==> config.mk <==
export PLATFORM = sky130hd
export DESIGN_NAME = tgmc_misc_ctrl
export DESIGN_NICKNAME = d
export VERILOG_FILES = /design/src/tgmc_pkg.sv /design/src/tgmc_misc_ctrl.sv
export VERILOG_INCLUDE_DIRS = /design/src
export SDC_FILE = /design/constraint.sdc
export NUM_CORES = 1
export LEC_CHECK = 0
export CAP_MARGIN = 20
export CORE_MARGIN = 4
export CORE_UTILIZATION = 30
export DETAILED_ROUTE_END_ITERATION = 12
export DONT_BUFFER_PORTS = 1
export PLACE_DENSITY_LB_ADDON = 0.15
export SYNTH_ARGS = -nofsm -noshare
export SYNTH_HDL_FRONTEND = slang
export SYNTH_SLANG_ARGS = --single-unit
==> constraint.sdc <==
create_clock -name pclk -period 5.46 [get_ports pclk]
set_clock_uncertainty 0.1 [all_clocks]
set_input_delay 0 -clock pclk [delete_from_list [all_inputs] [get_ports pclk]]
set_output_delay 0 -clock pclk [all_outputs]
set_load 0.05 [all_outputs]
==> src/tgmc_consts.svh <==
// Register indices, field positions and reset values of the misc control bank.
`ifndef TGMC_CONSTS_SVH
`define TGMC_CONSTS_SVH
`define TGMC_IDX_SOFT_RESET 8'h10
`define TGMC_IDX_OUT_ENABLE 8'h11
`define TGMC_IDX_PIN_SELECT 8'h12
`define TGMC_IDX_ALIGN_CTRL 8'h13
`define TGMC_IDX_CORE_RESET 8'h14
`define TGMC_IDX_OSC_RESET 8'h15
`define TGMC_IDX_TEST_A 8'h16
`define TGMC_IDX_UPDATE_LINE 8'h17
`define TGMC_IDX_TEST_B 8'h18
`define TGMC_IDX_TEST_C 8'h19
`define TGMC_IDX_TEST_D 8'h1a
`define TGMC_IDX_TEST_E 8'h1b
`define TGMC_IDX_GATE_SELECT 8'h1c
`define TGMC_IDX_GATE_MASK 8'h1d
`define TGMC_IDX_UNUSED 8'h1e
`define TGMC_IDX_CNT_CLAMP 8'h1f
`define TGMC_ADDR_W 10
`define TGMC_PIN_SELECT_RST 5'h01
`define TGMC_ALIGN_RST 26'h0000061
`define TGMC_ALIGN_WMASK 26'h303f07f
`define TGMC_TEST_A_RST 28'h0000001
`define TGMC_TEST_E_RST 28'h000000a
`define TGMC_CNT_CLAMP_RST 2'h3
`define TGMC_B_EXT_EN 0
`define TGMC_B_POL 1
`define TGMC_B_SUSPEND 2
`define TGMC_B_MASK_LINE 4
`define TGMC_B_MASK_FIELD 5
`define TGMC_B_MASK_VERT 6
`define TGMC_B_EDGE 14
`define TGMC_B_SHUT_AFTER 15
`define TGMC_B_OUT_RESET 16
`define TGMC_B_CNT_ADV 17
`define TGMC_B_SW_ALIGN 24
`define TGMC_B_FORCE_SHUT 25
`define TGMC_B_INHIBIT 13
`define TGMC_B_OVERRIDE 24
`define TGMC_FIELD_CNT_W 8
`endif

==> src/tgmc_pkg.sv <==
// Types shared by the misc control bank.
package tgmc_pkg;
    typedef logic [31:0] tgmc_word_t;
    typedef logic [23:0] tgmc_vert_t;
endpackage

==> src/tgmc_misc_ctrl.sv <==
// Miscellaneous control register bank of the timing generator, APB slave.
//
// Contract
// [RULE1] Soft reset restores all registers, self-clears
// [RULE2] Outputs inactive until enabled at field sync
// [RULE3] Pin select: align input or reset, default 1
// [RULE4] Align enable accepts external pulses, default 1
// [RULE5] Polarity selects level; suspend stops clocks
// [RULE6] Suspend masks line, field, vertical outputs
// [RULE7] Single-edge option uses one pulse edge
// [RULE8] Shutter reset after alignment when enabled
// [RULE9] Shutter and general outputs reset on alignment
// [RULE10] Field counter advances or clears on alignment
// [RULE11] Software trigger aligns like pulse, self-clears
// [RULE12] Forced shutter reset held while bit set
// [RULE13] Timing core held in reset while zero
// [RULE14] Oscillator powered down while zero
// [RULE15] Update line selects frame update line
// [RULE16] Inhibit bit blocks frame updates
// [RULE17] Gate select marks vertical outputs as gates
// [RULE18] Override enable selects register gate mask
// [RULE19] Wide pixel counter enabled by default
// [RULE20] Clamp suppressed when blanking meets clamp
// [RULE21] Host writes documented test word values
// [RULE22] Frame registers apply at update line
//
// Decided for this implementation: the APB interface to the registers.
`timescale 1ns/1ps
`include "tgmc_consts.svh"
module tgmc_misc_ctrl #(
    parameter int FCNT_W = `TGMC_FIELD_CNT_W
) (
    input wire logic pclk,
    input wire logic presetn,
    input wire logic psel,
    input wire logic penable,
    input wire logic pwrite,
    input wire logic [11:0] paddr,
    input wire tgmc_pkg::tgmc_word_t pwdata,
    output tgmc_pkg::tgmc_word_t prdata,
    output logic pready,
    output logic pslverr,
    input wire logic shared_pin,
    input wire logic field_sync_edge,
    input wire logic line_sync_edge,
    input wire logic [12:0] line_count,
    input wire logic blanking_pulse,
    input wire logic clamp_pulse,
    input wire logic line_sync_in,
    input wire logic field_sync_in,
    input wire tgmc_pkg::tgmc_vert_t vertical_clock_in,
    input wire tgmc_pkg::tgmc_vert_t field_gate_mask,
    output logic outputs_enabled,
    output logic ext_reset_n,
    output logic clock_suspend,
    output logic line_sync,
    output logic field_sync,
    output tgmc_pkg::tgmc_vert_t vertical_clock_outputs,
    output tgmc_pkg::tgmc_vert_t sensor_gate_select,
    output tgmc_pkg::tgmc_vert_t gate_mask_active,
    output logic align_event,
    output logic shutter_reset,
    output logic general_outputs_reset,
    output logic [FCNT_W-1:0] field_count,
    output logic timing_core_reset_n,
    output logic oscillator_reset_n,
    output logic wide_pixel_counter_enable,
    output logic clamp_enable,
    output logic frame_update
);
    import tgmc_pkg::*;

    logic soft_q, soft_d;
    logic out_en_q, out_en_d;
    logic out_live_q;
    logic [4:0] pin_sel_q;
    logic [25:0] align_q;
    logic core_q, osc_q;
    logic [27:0] test_a_q, test_b_q, test_c_q, test_d_q, test_e_q;
    logic [13:0] upd_q;
    logic [23:0] gsel_q;
    logic [24:0] gmask_q;
    logic [1:0] cc_q;
    logic pin_m_q, pin_s_q, pin_p_q;
    logic [FCNT_W-1:0] fcnt_q;
    logic shut_hold_q;
    logic gpo_rst_q;

    // Registers appear at byte address four times their index.
    wire [7:0] idx = paddr[`TGMC_ADDR_W-1:2];
    wire in_range = (paddr[11:`TGMC_ADDR_W] == 2'h0) && (paddr[1:0] == 2'h0);
    wire mapped = in_range && (idx >= `TGMC_IDX_SOFT_RESET)
        && (idx <= `TGMC_IDX_CNT_CLAMP);
    wire wr = psel && penable && pwrite && mapped;
    wire wr_hit_align = wr && (idx == `TGMC_IDX_ALIGN_CTRL);

    function automatic logic hit(input logic [7:0] i);
        hit = wr && (idx == i);
    endfunction

    // [RULE3] pin role select
    wire pin_is_align = !pin_sel_q[0];
    // [RULE4] external alignment gate
    wire ext_en = align_q[`TGMC_B_EXT_EN] && pin_is_align;
    // [RULE5] polarity applied
    wire pin_act = (pin_s_q == align_q[`TGMC_B_POL]);
    wire pin_act_prev = (pin_p_q == align_q[`TGMC_B_POL]);
    // [RULE7] single edge or whole pulse
    wire ext_evt = ext_en && (align_q[`TGMC_B_EDGE] ?
        (pin_act && !pin_act_prev) : pin_act);
    // [RULE11] software trigger event
    wire sw_evt = align_q[`TGMC_B_SW_ALIGN];
    wire evt = ext_evt || sw_evt;
    // [RULE5] clocks stop during pulse
    wire susp = ext_en && align_q[`TGMC_B_SUSPEND] && pin_act;
    // [RULE22] frame update moment
    // [RULE15] compare programmed line
    // [RULE16] inhibit blocks transfer
    wire upd_now = line_sync_edge && (line_count == upd_q[12:0])
        && !upd_q[`TGMC_B_INHIBIT];

    assign soft_d = soft_q ? 1'b0 : (hit(`TGMC_IDX_SOFT_RESET) && pwdata[0]);
    assign out_en_d = hit(`TGMC_IDX_OUT_ENABLE) ? pwdata[0] : out_en_q;

    // Pin is asynchronous, so two flops before use.
    always_ff @(posedge pclk or negedge presetn)
    begin
        if (!presetn)
        begin
            // Idle high, so no false reset pulse follows release.
            pin_m_q <= 1'b1;
            pin_s_q <= 1'b1;
            pin_p_q <= 1'b1;
        end
        else
        begin
            pin_m_q <= shared_pin;
            pin_s_q <= pin_m_q;
            pin_p_q <= pin_s_q;
        end
    end

    // Soft reset takes one cycle; the write that sets it is its only trace.
    always_ff @(posedge pclk or negedge presetn)
    begin
        if (!presetn)
        begin
            soft_q <= 1'b0;
            out_en_q <= 1'b0;
            pin_sel_q <= `TGMC_PIN_SELECT_RST;
            align_q <= `TGMC_ALIGN_RST;
            core_q <= 1'b0;
            osc_q <= 1'b0;
            test_a_q <= `TGMC_TEST_A_RST;
            test_b_q <= 28'h0;
            test_c_q <= 28'h0;
            test_d_q <= 28'h0;
            test_e_q <= `TGMC_TEST_E_RST;
            upd_q <= 14'h0;
            gsel_q <= 24'h0;
            gmask_q <= 25'h0;
            cc_q <= `TGMC_CNT_CLAMP_RST;
        end
        // [RULE1] restore defaults
        else if (soft_q)
        begin
            soft_q <= soft_d;
            out_en_q <= 1'b0;
            pin_sel_q <= `TGMC_PIN_SELECT_RST;
            align_q <= `TGMC_ALIGN_RST;
            core_q <= 1'b0;
            osc_q <= 1'b0;
            test_a_q <= `TGMC_TEST_A_RST;
            test_b_q <= 28'h0;
            test_c_q <= 28'h0;
            test_d_q <= 28'h0;
            test_e_q <= `TGMC_TEST_E_RST;
            upd_q <= 14'h0;
            gsel_q <= 24'h0;
            gmask_q <= 25'h0;
            cc_q <= `TGMC_CNT_CLAMP_RST;
        end
        else
        begin
            soft_q <= soft_d;
            out_en_q <= out_en_d;
            if (hit(`TGMC_IDX_PIN_SELECT))
                pin_sel_q <= pwdata[4:0];
            // [RULE11] trigger self-clears after event
            if (wr_hit_align)
                align_q <= pwdata[25:0] & `TGMC_ALIGN_WMASK;
            else
                align_q[`TGMC_B_SW_ALIGN] <= 1'b0;
            // [RULE13] core reset bit
            if (hit(`TGMC_IDX_CORE_RESET))
                core_q <= pwdata[0];
            // [RULE14] oscillator reset bit
            if (hit(`TGMC_IDX_OSC_RESET))
                osc_q <= pwdata[0];
            if (hit(`TGMC_IDX_TEST_A))
                test_a_q <= pwdata[27:0];
            if (hit(`TGMC_IDX_TEST_B))
                test_b_q <= pwdata[27:0];
            if (hit(`TGMC_IDX_TEST_C))
                test_c_q <= pwdata[27:0];
            if (hit(`TGMC_IDX_TEST_D))
                test_d_q <= pwdata[27:0];
            if (hit(`TGMC_IDX_TEST_E))
                test_e_q <= pwdata[27:0];
            if (hit(`TGMC_IDX_UPDATE_LINE))
                upd_q <= pwdata[13:0];
            if (hit(`TGMC_IDX_GATE_SELECT))
                gsel_q <= pwdata[23:0];
            if (hit(`TGMC_IDX_GATE_MASK))
                gmask_q <= pwdata[24:0];
            if (hit(`TGMC_IDX_CNT_CLAMP))
                cc_q <= pwdata[1:0];
        end
    end

    // Output enable is the only frame-updated control in this bank.
    always_ff @(posedge pclk or negedge presetn)
    begin
        if (!presetn)
            out_live_q <= 1'b0;
        else if (soft_q)
            out_live_q <= 1'b0;
        else
        begin
            // [RULE2] disable at once, enable at field sync
            if (!out_en_q)
                out_live_q <= 1'b0;
            else if (field_sync_edge)
                out_live_q <= 1'b1;
        end
    end

    // Alignment effects on counter, shutter and general outputs.
    always_ff @(posedge pclk or negedge presetn)
    begin
        if (!presetn)
        begin
            fcnt_q <= '0;
            shut_hold_q <= 1'b0;
            gpo_rst_q <= 1'b0;
        end
        else
        begin
            // [RULE10] advance or clear counter
            if (evt)
                fcnt_q <= align_q[`TGMC_B_CNT_ADV] ?
                    fcnt_q + 1'b1 : '0;
            else if (field_sync_edge)
                fcnt_q <= fcnt_q + 1'b1;
            // [RULE8] [RULE9] reset pulses, registered one cycle after evt and as long as it
            shut_hold_q <= evt && (align_q[`TGMC_B_SHUT_AFTER]
                || align_q[`TGMC_B_OUT_RESET]);
            gpo_rst_q <= evt && align_q[`TGMC_B_OUT_RESET];
        end
    end

    assign align_event = evt;
    // [RULE12] forced shutter reset
    assign shutter_reset = shut_hold_q || align_q[`TGMC_B_FORCE_SHUT];
    assign general_outputs_reset = gpo_rst_q;
    assign field_count = fcnt_q;
    // [RULE3] reset role, active low
    assign ext_reset_n = pin_is_align ? 1'b1 : pin_s_q;
    assign clock_suspend = susp;
    assign outputs_enabled = out_live_q;
    // [RULE2] [RULE6] inactive level and suspend masks
    assign line_sync = out_live_q && line_sync_in
        && !(susp && align_q[`TGMC_B_MASK_LINE]);
    assign field_sync = out_live_q && field_sync_in
        && !(susp && align_q[`TGMC_B_MASK_FIELD]);
    assign vertical_clock_outputs = (out_live_q
        && !(susp && align_q[`TGMC_B_MASK_VERT])) ? vertical_clock_in : '0;
    // [RULE17] [RULE22] serial, acts at once
    assign sensor_gate_select = gsel_q;
    // [RULE18] mask source choice
    assign gate_mask_active = gmask_q[`TGMC_B_OVERRIDE] ?
        gmask_q[23:0] : field_gate_mask;
    // [RULE13] [RULE14] reset bar outputs
    assign timing_core_reset_n = core_q;
    assign oscillator_reset_n = osc_q;
    // [RULE19] counter width select
    assign wide_pixel_counter_enable = cc_q[0];
    // [RULE20] clamp suppression
    assign clamp_enable = clamp_pulse && !(cc_q[1] && blanking_pulse);
    assign frame_update = upd_now;

    // Read mux; the test words read back so software can check them.
    logic [27:0] rd;
    always_comb
    begin
        case (idx)
            `TGMC_IDX_SOFT_RESET: rd = {27'h0, soft_q};
            `TGMC_IDX_OUT_ENABLE: rd = {27'h0, out_en_q};
            `TGMC_IDX_PIN_SELECT: rd = {23'h0, pin_sel_q};
            `TGMC_IDX_ALIGN_CTRL: rd = {2'h0, align_q};
            `TGMC_IDX_CORE_RESET: rd = {27'h0, core_q};
            `TGMC_IDX_OSC_RESET: rd = {27'h0, osc_q};
            `TGMC_IDX_TEST_A: rd = test_a_q;
            `TGMC_IDX_UPDATE_LINE: rd = {14'h0, upd_q};
            `TGMC_IDX_TEST_B: rd = test_b_q;
            `TGMC_IDX_TEST_C: rd = test_c_q;
            `TGMC_IDX_TEST_D: rd = test_d_q;
            `TGMC_IDX_TEST_E: rd = test_e_q;
            `TGMC_IDX_GATE_SELECT: rd = {4'h0, gsel_q};
            `TGMC_IDX_GATE_MASK: rd = {3'h0, gmask_q};
            `TGMC_IDX_CNT_CLAMP: rd = {26'h0, cc_q};
            default: rd = 28'h0;
        endcase
    end

    assign prdata = (psel && !pwrite && mapped) ? {4'h0, rd} : 32'h0;
    assign pready = 1'b1;
    assign pslverr = psel && penable && !mapped;

    // [RULE1] trigger self-clears next cycle
    a_soft_clear: assert property (@(posedge pclk) disable iff (!presetn)
        soft_q |=> !soft_q && pin_sel_q == `TGMC_PIN_SELECT_RST)
        else $error("soft reset did not restore and clear");
    // [RULE2] no output while disabled
    a_out_inactive: assert property (@(posedge pclk) disable iff (!presetn)
        !out_live_q |-> !line_sync && !field_sync
        && vertical_clock_outputs == 24'h0)
        else $error("outputs active while disabled");
    // [RULE2] enable waits for field sync
    a_out_wait: assert property (@(posedge pclk) disable iff (!presetn)
        !out_live_q && !field_sync_edge |=> !out_live_q)
        else $error("outputs enabled without field sync");
    // [RULE11] software trigger lasts one cycle
    a_sw_selfclear: assert property (@(posedge pclk) disable iff (!presetn)
        sw_evt && !wr_hit_align |=> !sw_evt)
        else $error("software trigger did not clear");
    // [RULE10] counter clears when not advancing
    a_cnt_clear: assert property (@(posedge pclk) disable iff (!presetn)
        evt && !align_q[`TGMC_B_CNT_ADV] && !soft_q |=> fcnt_q == '0)
        else $error("field counter not cleared");
    // [RULE9] general outputs reset follows event
    a_gpo_reset: assert property (@(posedge pclk) disable iff (!presetn)
        evt && align_q[`TGMC_B_OUT_RESET] |=> general_outputs_reset
        && shutter_reset)
        else $error("output reset missing after alignment");
    // [RULE12] forced shutter held
    a_force_shut: assert property (@(posedge pclk) disable iff (!presetn)
        align_q[`TGMC_B_FORCE_SHUT] |-> shutter_reset)
        else $error("forced shutter reset not held");
    // [RULE16] inhibit blocks frame_update
    a_inhibit: assert property (@(posedge pclk) disable iff (!presetn)
        upd_q[`TGMC_B_INHIBIT] |-> !frame_update)
        else $error("update happened while inhibited");
    // [RULE20] clamp suppressed in blanking
    a_clamp_mask: assert property (@(posedge pclk) disable iff (!presetn)
        cc_q[1] && blanking_pulse |-> !clamp_enable)
        else $error("clamp active during blanking");
endmodule // tgmc_misc_ctrl

==> results of run 1 <==
registers in the layout, summed over array words and instances (netlist names):
register / flops
test_a_q: 28
test_b_q: 28
test_c_q: 28
test_d_q: 28
test_e_q: 28
gmask_q: 25
sensor_gate_select: 24
align_q: 15
upd_q: 14
field_count: 8
pin_sel_q: 5
cc_q: 2
general_outputs_reset: 1
oscillator_reset_n: 1
out_en_q: 1
outputs_enabled: 1
pin_m_q: 1
pin_p_q: 1
pin_s_q: 1
shut_hold_q: 1
soft_q: 1
timing_core_reset_n: 1
metal layers:
| metal | part of all wire, % | vias up |
|---|---|---|
| met1 | 45 | 5485 |
| li1 | - | 4932 |
| met2 | 45 | 445 |
| met4 | 2.8 | 4 |
| met3 | 7.3 | 73 |
| met5 | 0.053 | - |
synth_stat cells, types with 11 or more instances:
| cell type | instances | area (um2) |
|---|---|---|
| dfstp_2 | 12 | 315 |
| nor3_1 | 17 | 85.1 |
| xnor2_1 | 11 | 96.3 |
| mux2_2 | 27 | 304 |
| nand3_1 | 42 | 210 |
| o21ai_0 | 12 | 60.1 |
| buf_2 | 24 | 120 |
| clkbuf_1 | 80 | 300 |
| o22ai_1 | 11 | 68.8 |
| nand2_1 | 421 | 1580 |
| and2_1 | 26 | 163 |
| a21oi_1 | 224 | 1120 |
| mux4_2 | 15 | 338 |
| nor2_1 | 54 | 203 |
| a22oi_1 | 20 | 150 |
| dfrtp_1 | 231 | 5780 |
| mux2i_1 | 53 | 531 |
logic make-up (layout without fill, tap and decap cells):
| group | count (synthesis) | in the layout | synth area share [%] |
|---|---|---|---|
| buf+inv | 133 | 142 | 5.07 |
| simple gates | 623 | 623 | 21.5 |
| mux | 95 | 95 | 9.21 |
| other cells | 2 | 9 | 0.0590 |
| flops | 243 | 243 | 47.9 |
| fa+ha+maj | 1 | 1 | 0.0983 |
| compound gates | 328 | 328 | 15.1 |
| xor+xnor | 16 | 16 | 1.10 |
worst max-delay path by stage:
| stage | from | end | slack, ns |
|---|---|---|---|
| finish | paddr[0] | sensor_gate_select[8] | 1.44 |
| global route | paddr[0] | sensor_gate_select[12] | 1.30 |
| CTS | paddr[0] | sensor_gate_select[12] | 1.49 |
| detailed placement | paddr[9] | test_b_q[21] | 2.12 |
| global placement | paddr[9] | test_b_q[10] | 2.12 |
| floorplan | align_q[0] | vertical_clock_outputs[10] | 1.98 |
repair_timing:
action / CTS / global route
resized for setup: 0 / 0
endpoints found under the hold margin: 482 / 243
setup endpoints to repair: 0 / 0
stage by stage:
stage / setup WS [ns] / instance area, um2 / util, %
2_1_floorplan: 1.98 / 12700 / -
3_3_place_gp: 2.12 / 13100 / 31.3
3_5_place_dp: 2.12 / 13100 / 31.3
4_1_cts: 1.49 / 14600 / 34.8
5_1_grt: 1.30 / 14600 / 34.9
6_report: 1.44 / 14600 / 34.9
final cells by class:
class / instances / area share (%)
Antenna cell: 4 / 0.0684
Clock buffer: 45 / 5.93
Clock inverter: 10 / 0.967
Inverter: 6 / 0.154
Multi-Input combinational cell: 1068 / 41.5
Sequential cell: 243 / 41.7
Tap cell: 539 / 4.61
Timing Repair Buffer: 81 / 5.06
worst reg2reg max path, stage by stage, from the launching register on:
cell and delay [ns]:
dfstp_2 0.56, xor2_1 0.10, a2111oi_2 0.58, o31ai_1 0.33
or4_1 0.54, nand2_1 0.08
where the power goes:
part           switching, mW  total [mW]  internal, mW
Combinational          0.129       0.184        0.0556
Sequential            0.0135        1.82          1.81
Clock                  0.829        2.06          1.23
Total                  0.971        4.07          3.09
==> impl_metrics.csv, run 1 <==
group,metric,value,unit
clock_network,cts_buffers,30,
grt,gr-usage-met2,33.2,%
setup_path,critical_path_buf_inv_count,4,
logic_synthesis,ys_types,68,
clock_network,cts_buffer_depth,3,
setup_path,r2r_slack,3.10,ns
drt,routed_wirelength,51.0,mm
logic_synthesis,syn_area_per_cell,8.83,um2
place,io_buffer_count,0,
grt,grt-ovfl-total,0,
drt,detail-route-antenna-nets,0,
setup_path,max_stage_delay,0.86,ns
timing,setup_violations,0,
grt,grt_busiest_layer,"met2",
power,peakVddDrop,0.000168,V
power,p_total,4.07,mW
setup_path,reg2reg_to,"field_count[3]",
floorplanning,core,0.0419,mm2
setup_path,r2r_start,"pin_s_q",
logic_synthesis,syn_area,0.0127,mm2
setup_path,start_kind,"primary input",
setup_path,worst-path-stages,9,
logic_synthesis,yosysWarnings,0,
place,globalplace.congestion,0.798,
floorplanning,num_io_pins,244,
final_layout,nNetsFinal,1548,
setup_path,r2r_cells,5,
timing,hold_ws,-0.990,ns
timing,final_hold_viol_count,243,
setup_path,path_delay_family,"buffers and inverters",
timing,timing.fmax,248,MHz
grt,gr-usage-met1,30.9,%
logic_synthesis,synthArstFlopShare,100,%
grt,antenna_found_initial,7,
timing,drv_slew,0,
drt,wl_per_cell,25.5,um
status,status,"finished with violations",
drt,dr.pass1.iters,5,
setup_path,path_max_fanout,24,
floorplanning,chipHeight,214,um
setup_path,worstPathRequired,5.84,ns
logic_synthesis,yosys_register_bits,243,
drt,vias,10939,
setup_path,slowest_stage,"dlygate4sd3_1",
final_layout,multi_input_area,0.00607,mm2
clock_network,clk_latency,0.58,ns
timing,slew_headroom,22.2,%
clock_network,clock-root-buffer,"clkbuf_16",
clock_network,cts.sinks,243,
timing,min_period,4.02,ns
grt,grt_max_degree,244,
final_layout,layout_common_cells,"nand2_1 (420), dfrtp_1 (230), a21oi_1 (224)",
final_layout,drive_gt1_share,11.4,%
timing,fin_crit_sh,73.7,%
clock_network,hold_buffers,43,
clock_network,cts_tree,"built",
setup_path,path_common_cell,"dlygate4sd3_1",
floorplanning,rows,75,
floorplanning,start_util,30.3,%
floorplanning,fp.dieW,214,um
timing,rsz0062_at_grt,"false",
grt,use_met3,4.26,%
place,place_inst,1892,
grt,grt_pass1_vias,10819,
setup_path,path_class,"primary input to flop",
floorplanning,dieArea,0.0458,mm2
power,power_density,278,mW/mm2
status,violations,"hold timing",
setup_path,worstSetupEndpointType,"flop",
power,cellLeakagePower,6.00,nW
grt,grt_pass1_wl,75.7,mm
grt,grt_util_all_layers,21.5,%
logic_synthesis,ys_seq_area_share,47.9,%
final_layout,final_common_cell,"nand2_1",
final_layout,fin_cells,1996,
timing,tightestPinTransition,1.17,ns
clock_network,clkSlewWorstSetupHoldPaths,0.06,ns
worst_hold_path,hold_path.class,"primary input to async pin",
final_layout,fillers,4315,
logic_synthesis,synth_edf_count,0,
logic_synthesis,synthCells,1441,
setup_path,critical_path.cell_chain,"dlygate4sd3_1, or4_1, dlygate4sd3_1, nor3_4, dlygate4sd3_1, buf_4, and3_2, nand2_1, a21oi_1",
clock_network,cts_setup_buffers,0,
clock_network,h-tree-depth,1,
drt,drt_first_iter_violations,1109,
timing,setup_tns,0,ns
logic_synthesis,ys.flop_type,"dfrtp_1",
final_layout,area_growth_syn_to_layout,14.9,%
flow_run,cap_violations,0,
place,dp_hpwl,31.0,mm
drt,drcViolationCount,0,
final_layout,regArea,0.00610,mm2
setup_path,arrival,4.41,ns
drt,via_per_inst,5.48,
No activity file was read; power rests on OpenSTA's default activity.
==> inputs of run 2 (changes only) <==
==> constraint.sdc (replaced) <==
create_clock -name pclk -period 3.9 [get_ports pclk]
set_clock_uncertainty 0.1 [all_clocks]
set_input_delay 0 -clock pclk [delete_from_list [all_inputs] [get_ports pclk]]
set_output_delay 0 -clock pclk [all_outputs]
set_load 0.05 [all_outputs]
==> run 2 against run 1 <==
The run still ends with hold timing left. Critical path depth is 1 lower. Clock power rose by 52%. Die area unchanged. Via count rose by 1.7%. Setup slack got worse by 1.1 ns. Core utilization rose by 0.65 points. Combinational power rose by 40%. Sequential share of layout area down 0.76 points. Hold slack better by 0.0096 ns. Critical endpoint is now prdata[3]. Largest cell class unchanged. Largest power group unchanged. Highest routed layer is now met4.
==> impl_metrics.csv, run 2 (synthesis results as in run 1) <==
group,metric,value,unit
floorplanning,rows,75,
grt,grt-ovfl-total,0,
setup_path,path_delay_family,"buffers and inverters",
final_layout,fin_cells,2023,
setup_path,arrival,3.47,ns
final_layout,final_common_cell,"nand2_1",
clock_network,clkSlewWorstSetupHoldPaths,0.05,ns
floorplanning,start_util,30.3,%
setup_path,path_class,"primary input to primary output",
setup_path,r2r_slack,1.58,ns
floorplanning,fp.dieW,214,um
setup_path,path_max_fanout,42,
final_layout,fin_area,0.0149,mm2
grt,grt_pass1_vias,10934,
timing,timing.fmax,280,MHz
final_layout,area_growth_syn_to_layout,17.1,%
drt,detail-route-antenna-nets,0,
flow_run,cap_violations,0,
drt,drcViolationCount,0,
grt,antenna_found_initial,4,
timing,rsz0062_at_grt,"false",
clock_network,clk_latency,0.58,ns
grt,grt_max_degree,244,
timing,hold_ws,-0.980,ns
power,p_total,5.94,mW
worst_hold_path,hold_path.class,"primary input to async pin",
setup_path,slowest_stage,"or4b_1",
floorplanning,core,0.0419,mm2
setup_path,max_stage_delay,0.96,ns
setup_path,worstPathRequired,3.80,ns
timing,min_period,3.57,ns
setup_path,reg2reg_to,"field_count[4]",
floorplanning,num_io_pins,244,
final_layout,nNetsFinal,1574,
final_layout,layout_common_cells,"nand2_1 (420), dfrtp_1 (230), a21oi_1 (224)",
clock_network,clock-root-buffer,"clkbuf_16",
setup_path,worstSetupEndpointType,"primary output",
clock_network,cts_buffer_depth,3,
drt,wl_per_cell,25.1,um
power,power_density,399,mW/mm2
clock_network,h-tree-depth,1,
final_layout,drive_gt1_share,13.5,%
floorplanning,dieArea,0.0458,mm2
place,io_buffer_count,0,
status,violations,"hold timing",
timing,tightestPinTransition,1.09,ns
setup_path,start_kind,"primary input",
clock_network,hold_buffers,39,
timing,setup_tns,0,ns
setup_path,r2r_start,"pin_s_q",
place,globalplace.congestion,0.824,
timing,final_hold_viol_count,243,
clock_network,cts_buffers,31,
power,peakVddDrop,0.000311,V
timing,fin_crit_sh,91.5,%
place,dp_hpwl,31.4,mm
drt,drt_first_iter_violations,1195,
timing,slew_headroom,27.1,%
setup_path,worst-path-stages,8,
clock_network,cts_tree,"built",
setup_path,r2r_cells,5,
place,place_inst,1922,
grt,grt_pass1_wl,75.6,mm
status,status,"finished with violations",
floorplanning,chipHeight,214,um
place,dpl_cell_area,0.0134,mm2
clock_network,cts.sinks,243,
drt,dr.pass1.iters,5,
power,cellLeakagePower,6.19,nW
clock_network,post_cts_resized,0,
timing,drv_slew,0,
drt,via_per_inst,5.50,
clock_network,cts_setup_buffers,0,
setup_path,critical_path_buf_inv_count,4,
timing,setup_violations,0,
drt,vias,11123,
setup_path,critical_path.cell_chain,"dlygate4sd3_1, nand2b_1, dlygate4sd3_1, buf_4, nor2_1, or4b_1, a31oi_1, buf_4",
drt,routed_wirelength,50.8,mm
grt,grt_util_all_layers,21.4,%
run 2: per-stage QoR:
step / util [%] / setup WS [ns]
2_1_floorplan: - / 0.422
3_3_place_gp: 31.9 / 1.20
3_5_place_dp: 31.9 / 1.18
4_1_cts: 35.5 / 0.407
5_1_grt: 35.5 / 0.290
6_report: 35.5 / 0.330
run 2: how the worst max path moves through the flow:
stage	start	to	slack, ns
floorplan	align_q[0]	vertical_clock_outputs[10]	0.42
global placement	paddr[9]	prdata[25]	1.20
detailed placement	paddr[9]	prdata[22]	1.18
CTS	paddr[3]	prdata[22]	0.41
global route	paddr[3]	prdata[22]	0.29
finish	paddr[3]	prdata[3]	0.33
run 2: cell type report:
type,instances,area [um2]
Antenna cell,3,7.51
Fill cell,4288,27000
Inverter,6,22.5
Clock inverter,17,224
Timing Repair Buffer,106,931
Tap cell,539,674
Sequential cell,243,6100
Multi-Input combinational cell,1068,6040
Clock buffer,41,903
run 2: metal layers:
layer / GRT usage [%] / share of wire, %
met3: 4.71 / 8.5
met2: 33.0 / 44
met1: 30.4 / 44
met5: 0 / 0
met4: 6.07 / 3.1
run 2: where the power goes:
group          switching [mW]  internal, mW  total [mW]
Combinational           0.180        0.0775       0.258
Sequential             0.0188          2.53        2.55
Clock                    1.19          1.95        3.14
Total                    1.39          4.56        5.94
==> inputs of run 3 (changes only) <==
--- a/config.mk
+++ b/config.mk
@@ -11,7 +11,7 @@
 export CORE_UTILIZATION = 30
 export DETAILED_ROUTE_END_ITERATION = 12
 export DONT_BUFFER_PORTS = 1
-export PLACE_DENSITY_LB_ADDON = 0.15
+export PLACE_DENSITY_LB_ADDON = 0.1
 export SYNTH_ARGS = -nofsm -noshare
 export SYNTH_HDL_FRONTEND = slang
 export SYNTH_SLANG_ARGS = --single-unit
==> run 3 against run 2 <==
Fmax increased by 13%. The run still ends with hold timing left. Critical endpoint is now vertical_clock_outputs[20]. Critical path type is now flop to primary output. Register-to-register slack got worse by 0.06 ns. Hold slack got worse by 0.0032 ns. Global-route usage increased by 0.80 points. Sequential power about the same. Combinational power about the same. Flip-flop and latch count unchanged. Via count decreased by 0.12%. Power decreased by 2.6%. Highest routed layer unchanged. Cell area decreased by 0.49%.
==> impl_metrics.csv, run 3 (synthesis results as in run 1) <==
group,metric,value,unit
drt,dr.pass1.iters,5,
floorplanning,core,0.0419,mm2
final_layout,final_common_cell,"nand2_1",
drt,detail-route-antenna-nets,0,
power,clock_power_share,51.5,%
drt,drcViolationCount,0,
power,p_switching,1.36,mW
setup_path,path_max_fanout,24,
timing,drv_slew,0,
clock_network,hold_buffers,39,
grt,use_met3,3.63,%
drt,via_per_inst,5.50,
power,pwr-share-comb,4.5,%
power,p_seq_share,44.0,%
power,cellLeakagePower,6.13,nW
grt,grt_util_all_layers,22.2,%
power,internal_power,4.43,mW
clock_network,clk_latency,0.58,ns
final_layout,fin_util,35.3,%
grt,gr-usage-met2,34.5,%
place,dp_hpwl,32.4,mm
place,io_buffer_count,0,
drt,drt_first_iter_violations,1095,
place,globalplace.congestion,0.797,
timing,timing.fmax,318,MHz
clock_network,clock-root-buffer,"clkbuf_16",
grt,grt_pass1_wl,78.2,mm
place,place_ws,0.779,ns
flow_run,cap_violations,0,
clock_network,cts_tree,"built",
status,violations,"hold timing",
clock_network,h-tree-depth,1,
setup_path,arrival,3.05,ns
clock_network,clkSlewWorstSetupHoldPaths,0.06,ns
power,power_density,391,mW/mm2
floorplanning,start_util,30.3,%
timing,min_period,3.15,ns
timing,tightestPinTransition,1.22,ns
place,place_inst,1919,
final_layout,fillers,4340,
power,swShare,23.5,%
final_layout,layout_common_cells,"nand2_1 (421), dfrtp_1 (230), a21oi_1 (224)",
grt,grt_busiest_layer,"met2",
floorplanning,chipHeight,214,um
floorplanning,rows,75,
floorplanning,fp.dieW,214,um
clock_network,cts_buffers,31,
floorplanning,num_io_pins,244,
drt,vias,11110,
timing,setup_violations,0,
clock_network,post_cts_resized,0,
grt,grt_pass1_vias,11017,
grt,gr-usage-met1,33.0,%
final_layout,drive_gt1_share,12.7,%
timing,final_hold_viol_count,243,
final_layout,nNetsFinal,1570,
setup_path,worstPathRequired,3.80,ns
floorplanning,dieArea,0.0458,mm2
grt,grt_max_degree,244,
worst_hold_path,hold_path.class,"primary input to async pin",
clock_network,cts_buffer_depth,3,
timing,worst_slack,0.751,ns
drt,wl_per_cell,26.1,um
grt,antenna_found_initial,5,
timing,rsz0062_at_grt,"false",
setup_path,worstSetupEndpointType,"primary output",
power,peakVddDrop,0.000322,V
setup_path,start_kind,"flop",
final_layout,area_growth_syn_to_layout,16.5,%
status,status,"finished with violations",
timing,setup_tns,0,ns
setup_path,path_class,"flop to primary output",
drt,routed_wirelength,52.7,mm
final_layout,fin_cells,2021,
timing,slew_headroom,18.4,%
clock_network,cts.sinks,243,
grt,grt-ovfl-total,0,
timing,fin_crit_sh,80.7,%
timing,hold_ws,-0.983,ns
-- run 3: worst paths after layout --
kind	startpoint	to	slack (ns)	cells after the start
max in group asynchronous	presetn	test_b_q[10]	3.97	0
worst min register to register	pin_m_q	pin_s_q	0.25	0
worst min-delay path	presetn	field_count[5]	-0.98	0
min in group pclk	paddr[5]	cc_q[0]	0.05	4
worst max-delay path	pin_s_q	vertical_clock_outputs[20]	0.75	5
worst max register to register	pin_s_q	field_count[3]	1.52	5
-- run 3: timing repair --
action | CTS | global route
endpoints found under the setup margin | 0 | 0
endpoints found under the hold margin | 482 | 243
buffers inserted | 0 | 0
-- run 3: power by group through the flow --
stage | registers [mW] | clock network, mW | logic [mW]
after floorplan | 2.59 | 0 | 0.197
after global placement | 2.59 | 0 | 0.174
after detailed placement | 2.59 | 0 | 0.174
after CTS | 2.55 | 3.05 | 0.256
after global routing | 2.55 | 3.16 | 0.268
final | 2.55 | 2.98 | 0.258
-- run 3: metal layers --
| metal | part of all wire (%) | wire [um] |
|---|---|---|
| met5 | 0 | 0 |
| met3 | 7.0 | 3710 |
| met4 | 1.4 | 755 |
| met1 | 46 | 24400 |
| met2 | 45 | 23800 |
-- run 3: worst max-delay path, stage by stage (launching register included) --
cell and delay [ns]:
dfstp_2 0.55, xor2_1 0.25, nor4_2 0.06, buf_4 0.21
a21boi_1 0.81, and2_1 0.59
-- run 3: metrics by stage --
step | cell area (um2) | total power [mW] | hold slack, ns
final | 14800 | 5.79 | -0.983
after global routing | 14800 | 5.98 | -1.01
after CTS | 14800 | 5.85 | -1.02
after detailed placement | 13400 | 2.77 | -0.389
after global placement | 13400 | 2.77 | -0.389
after floorplan | 12700 | 2.79 | -0.396
-- run 3: layout make-up --
cell class / instances / area, um2 / share of cell area, %
antenna: 5 / 12.5 / 0.0844
sequential: 243 / 6100 / 41.1
timing repair buffer: 102 / 926 / 6.24
tap: 539 / 674 / 4.55
inverter: 6 / 22.5 / 0.152
clock buffer: 49 / 933 / 6.30
multi-input combinational: 1068 / 6030 / 40.7
clock inverter: 9 / 124 / 0.835
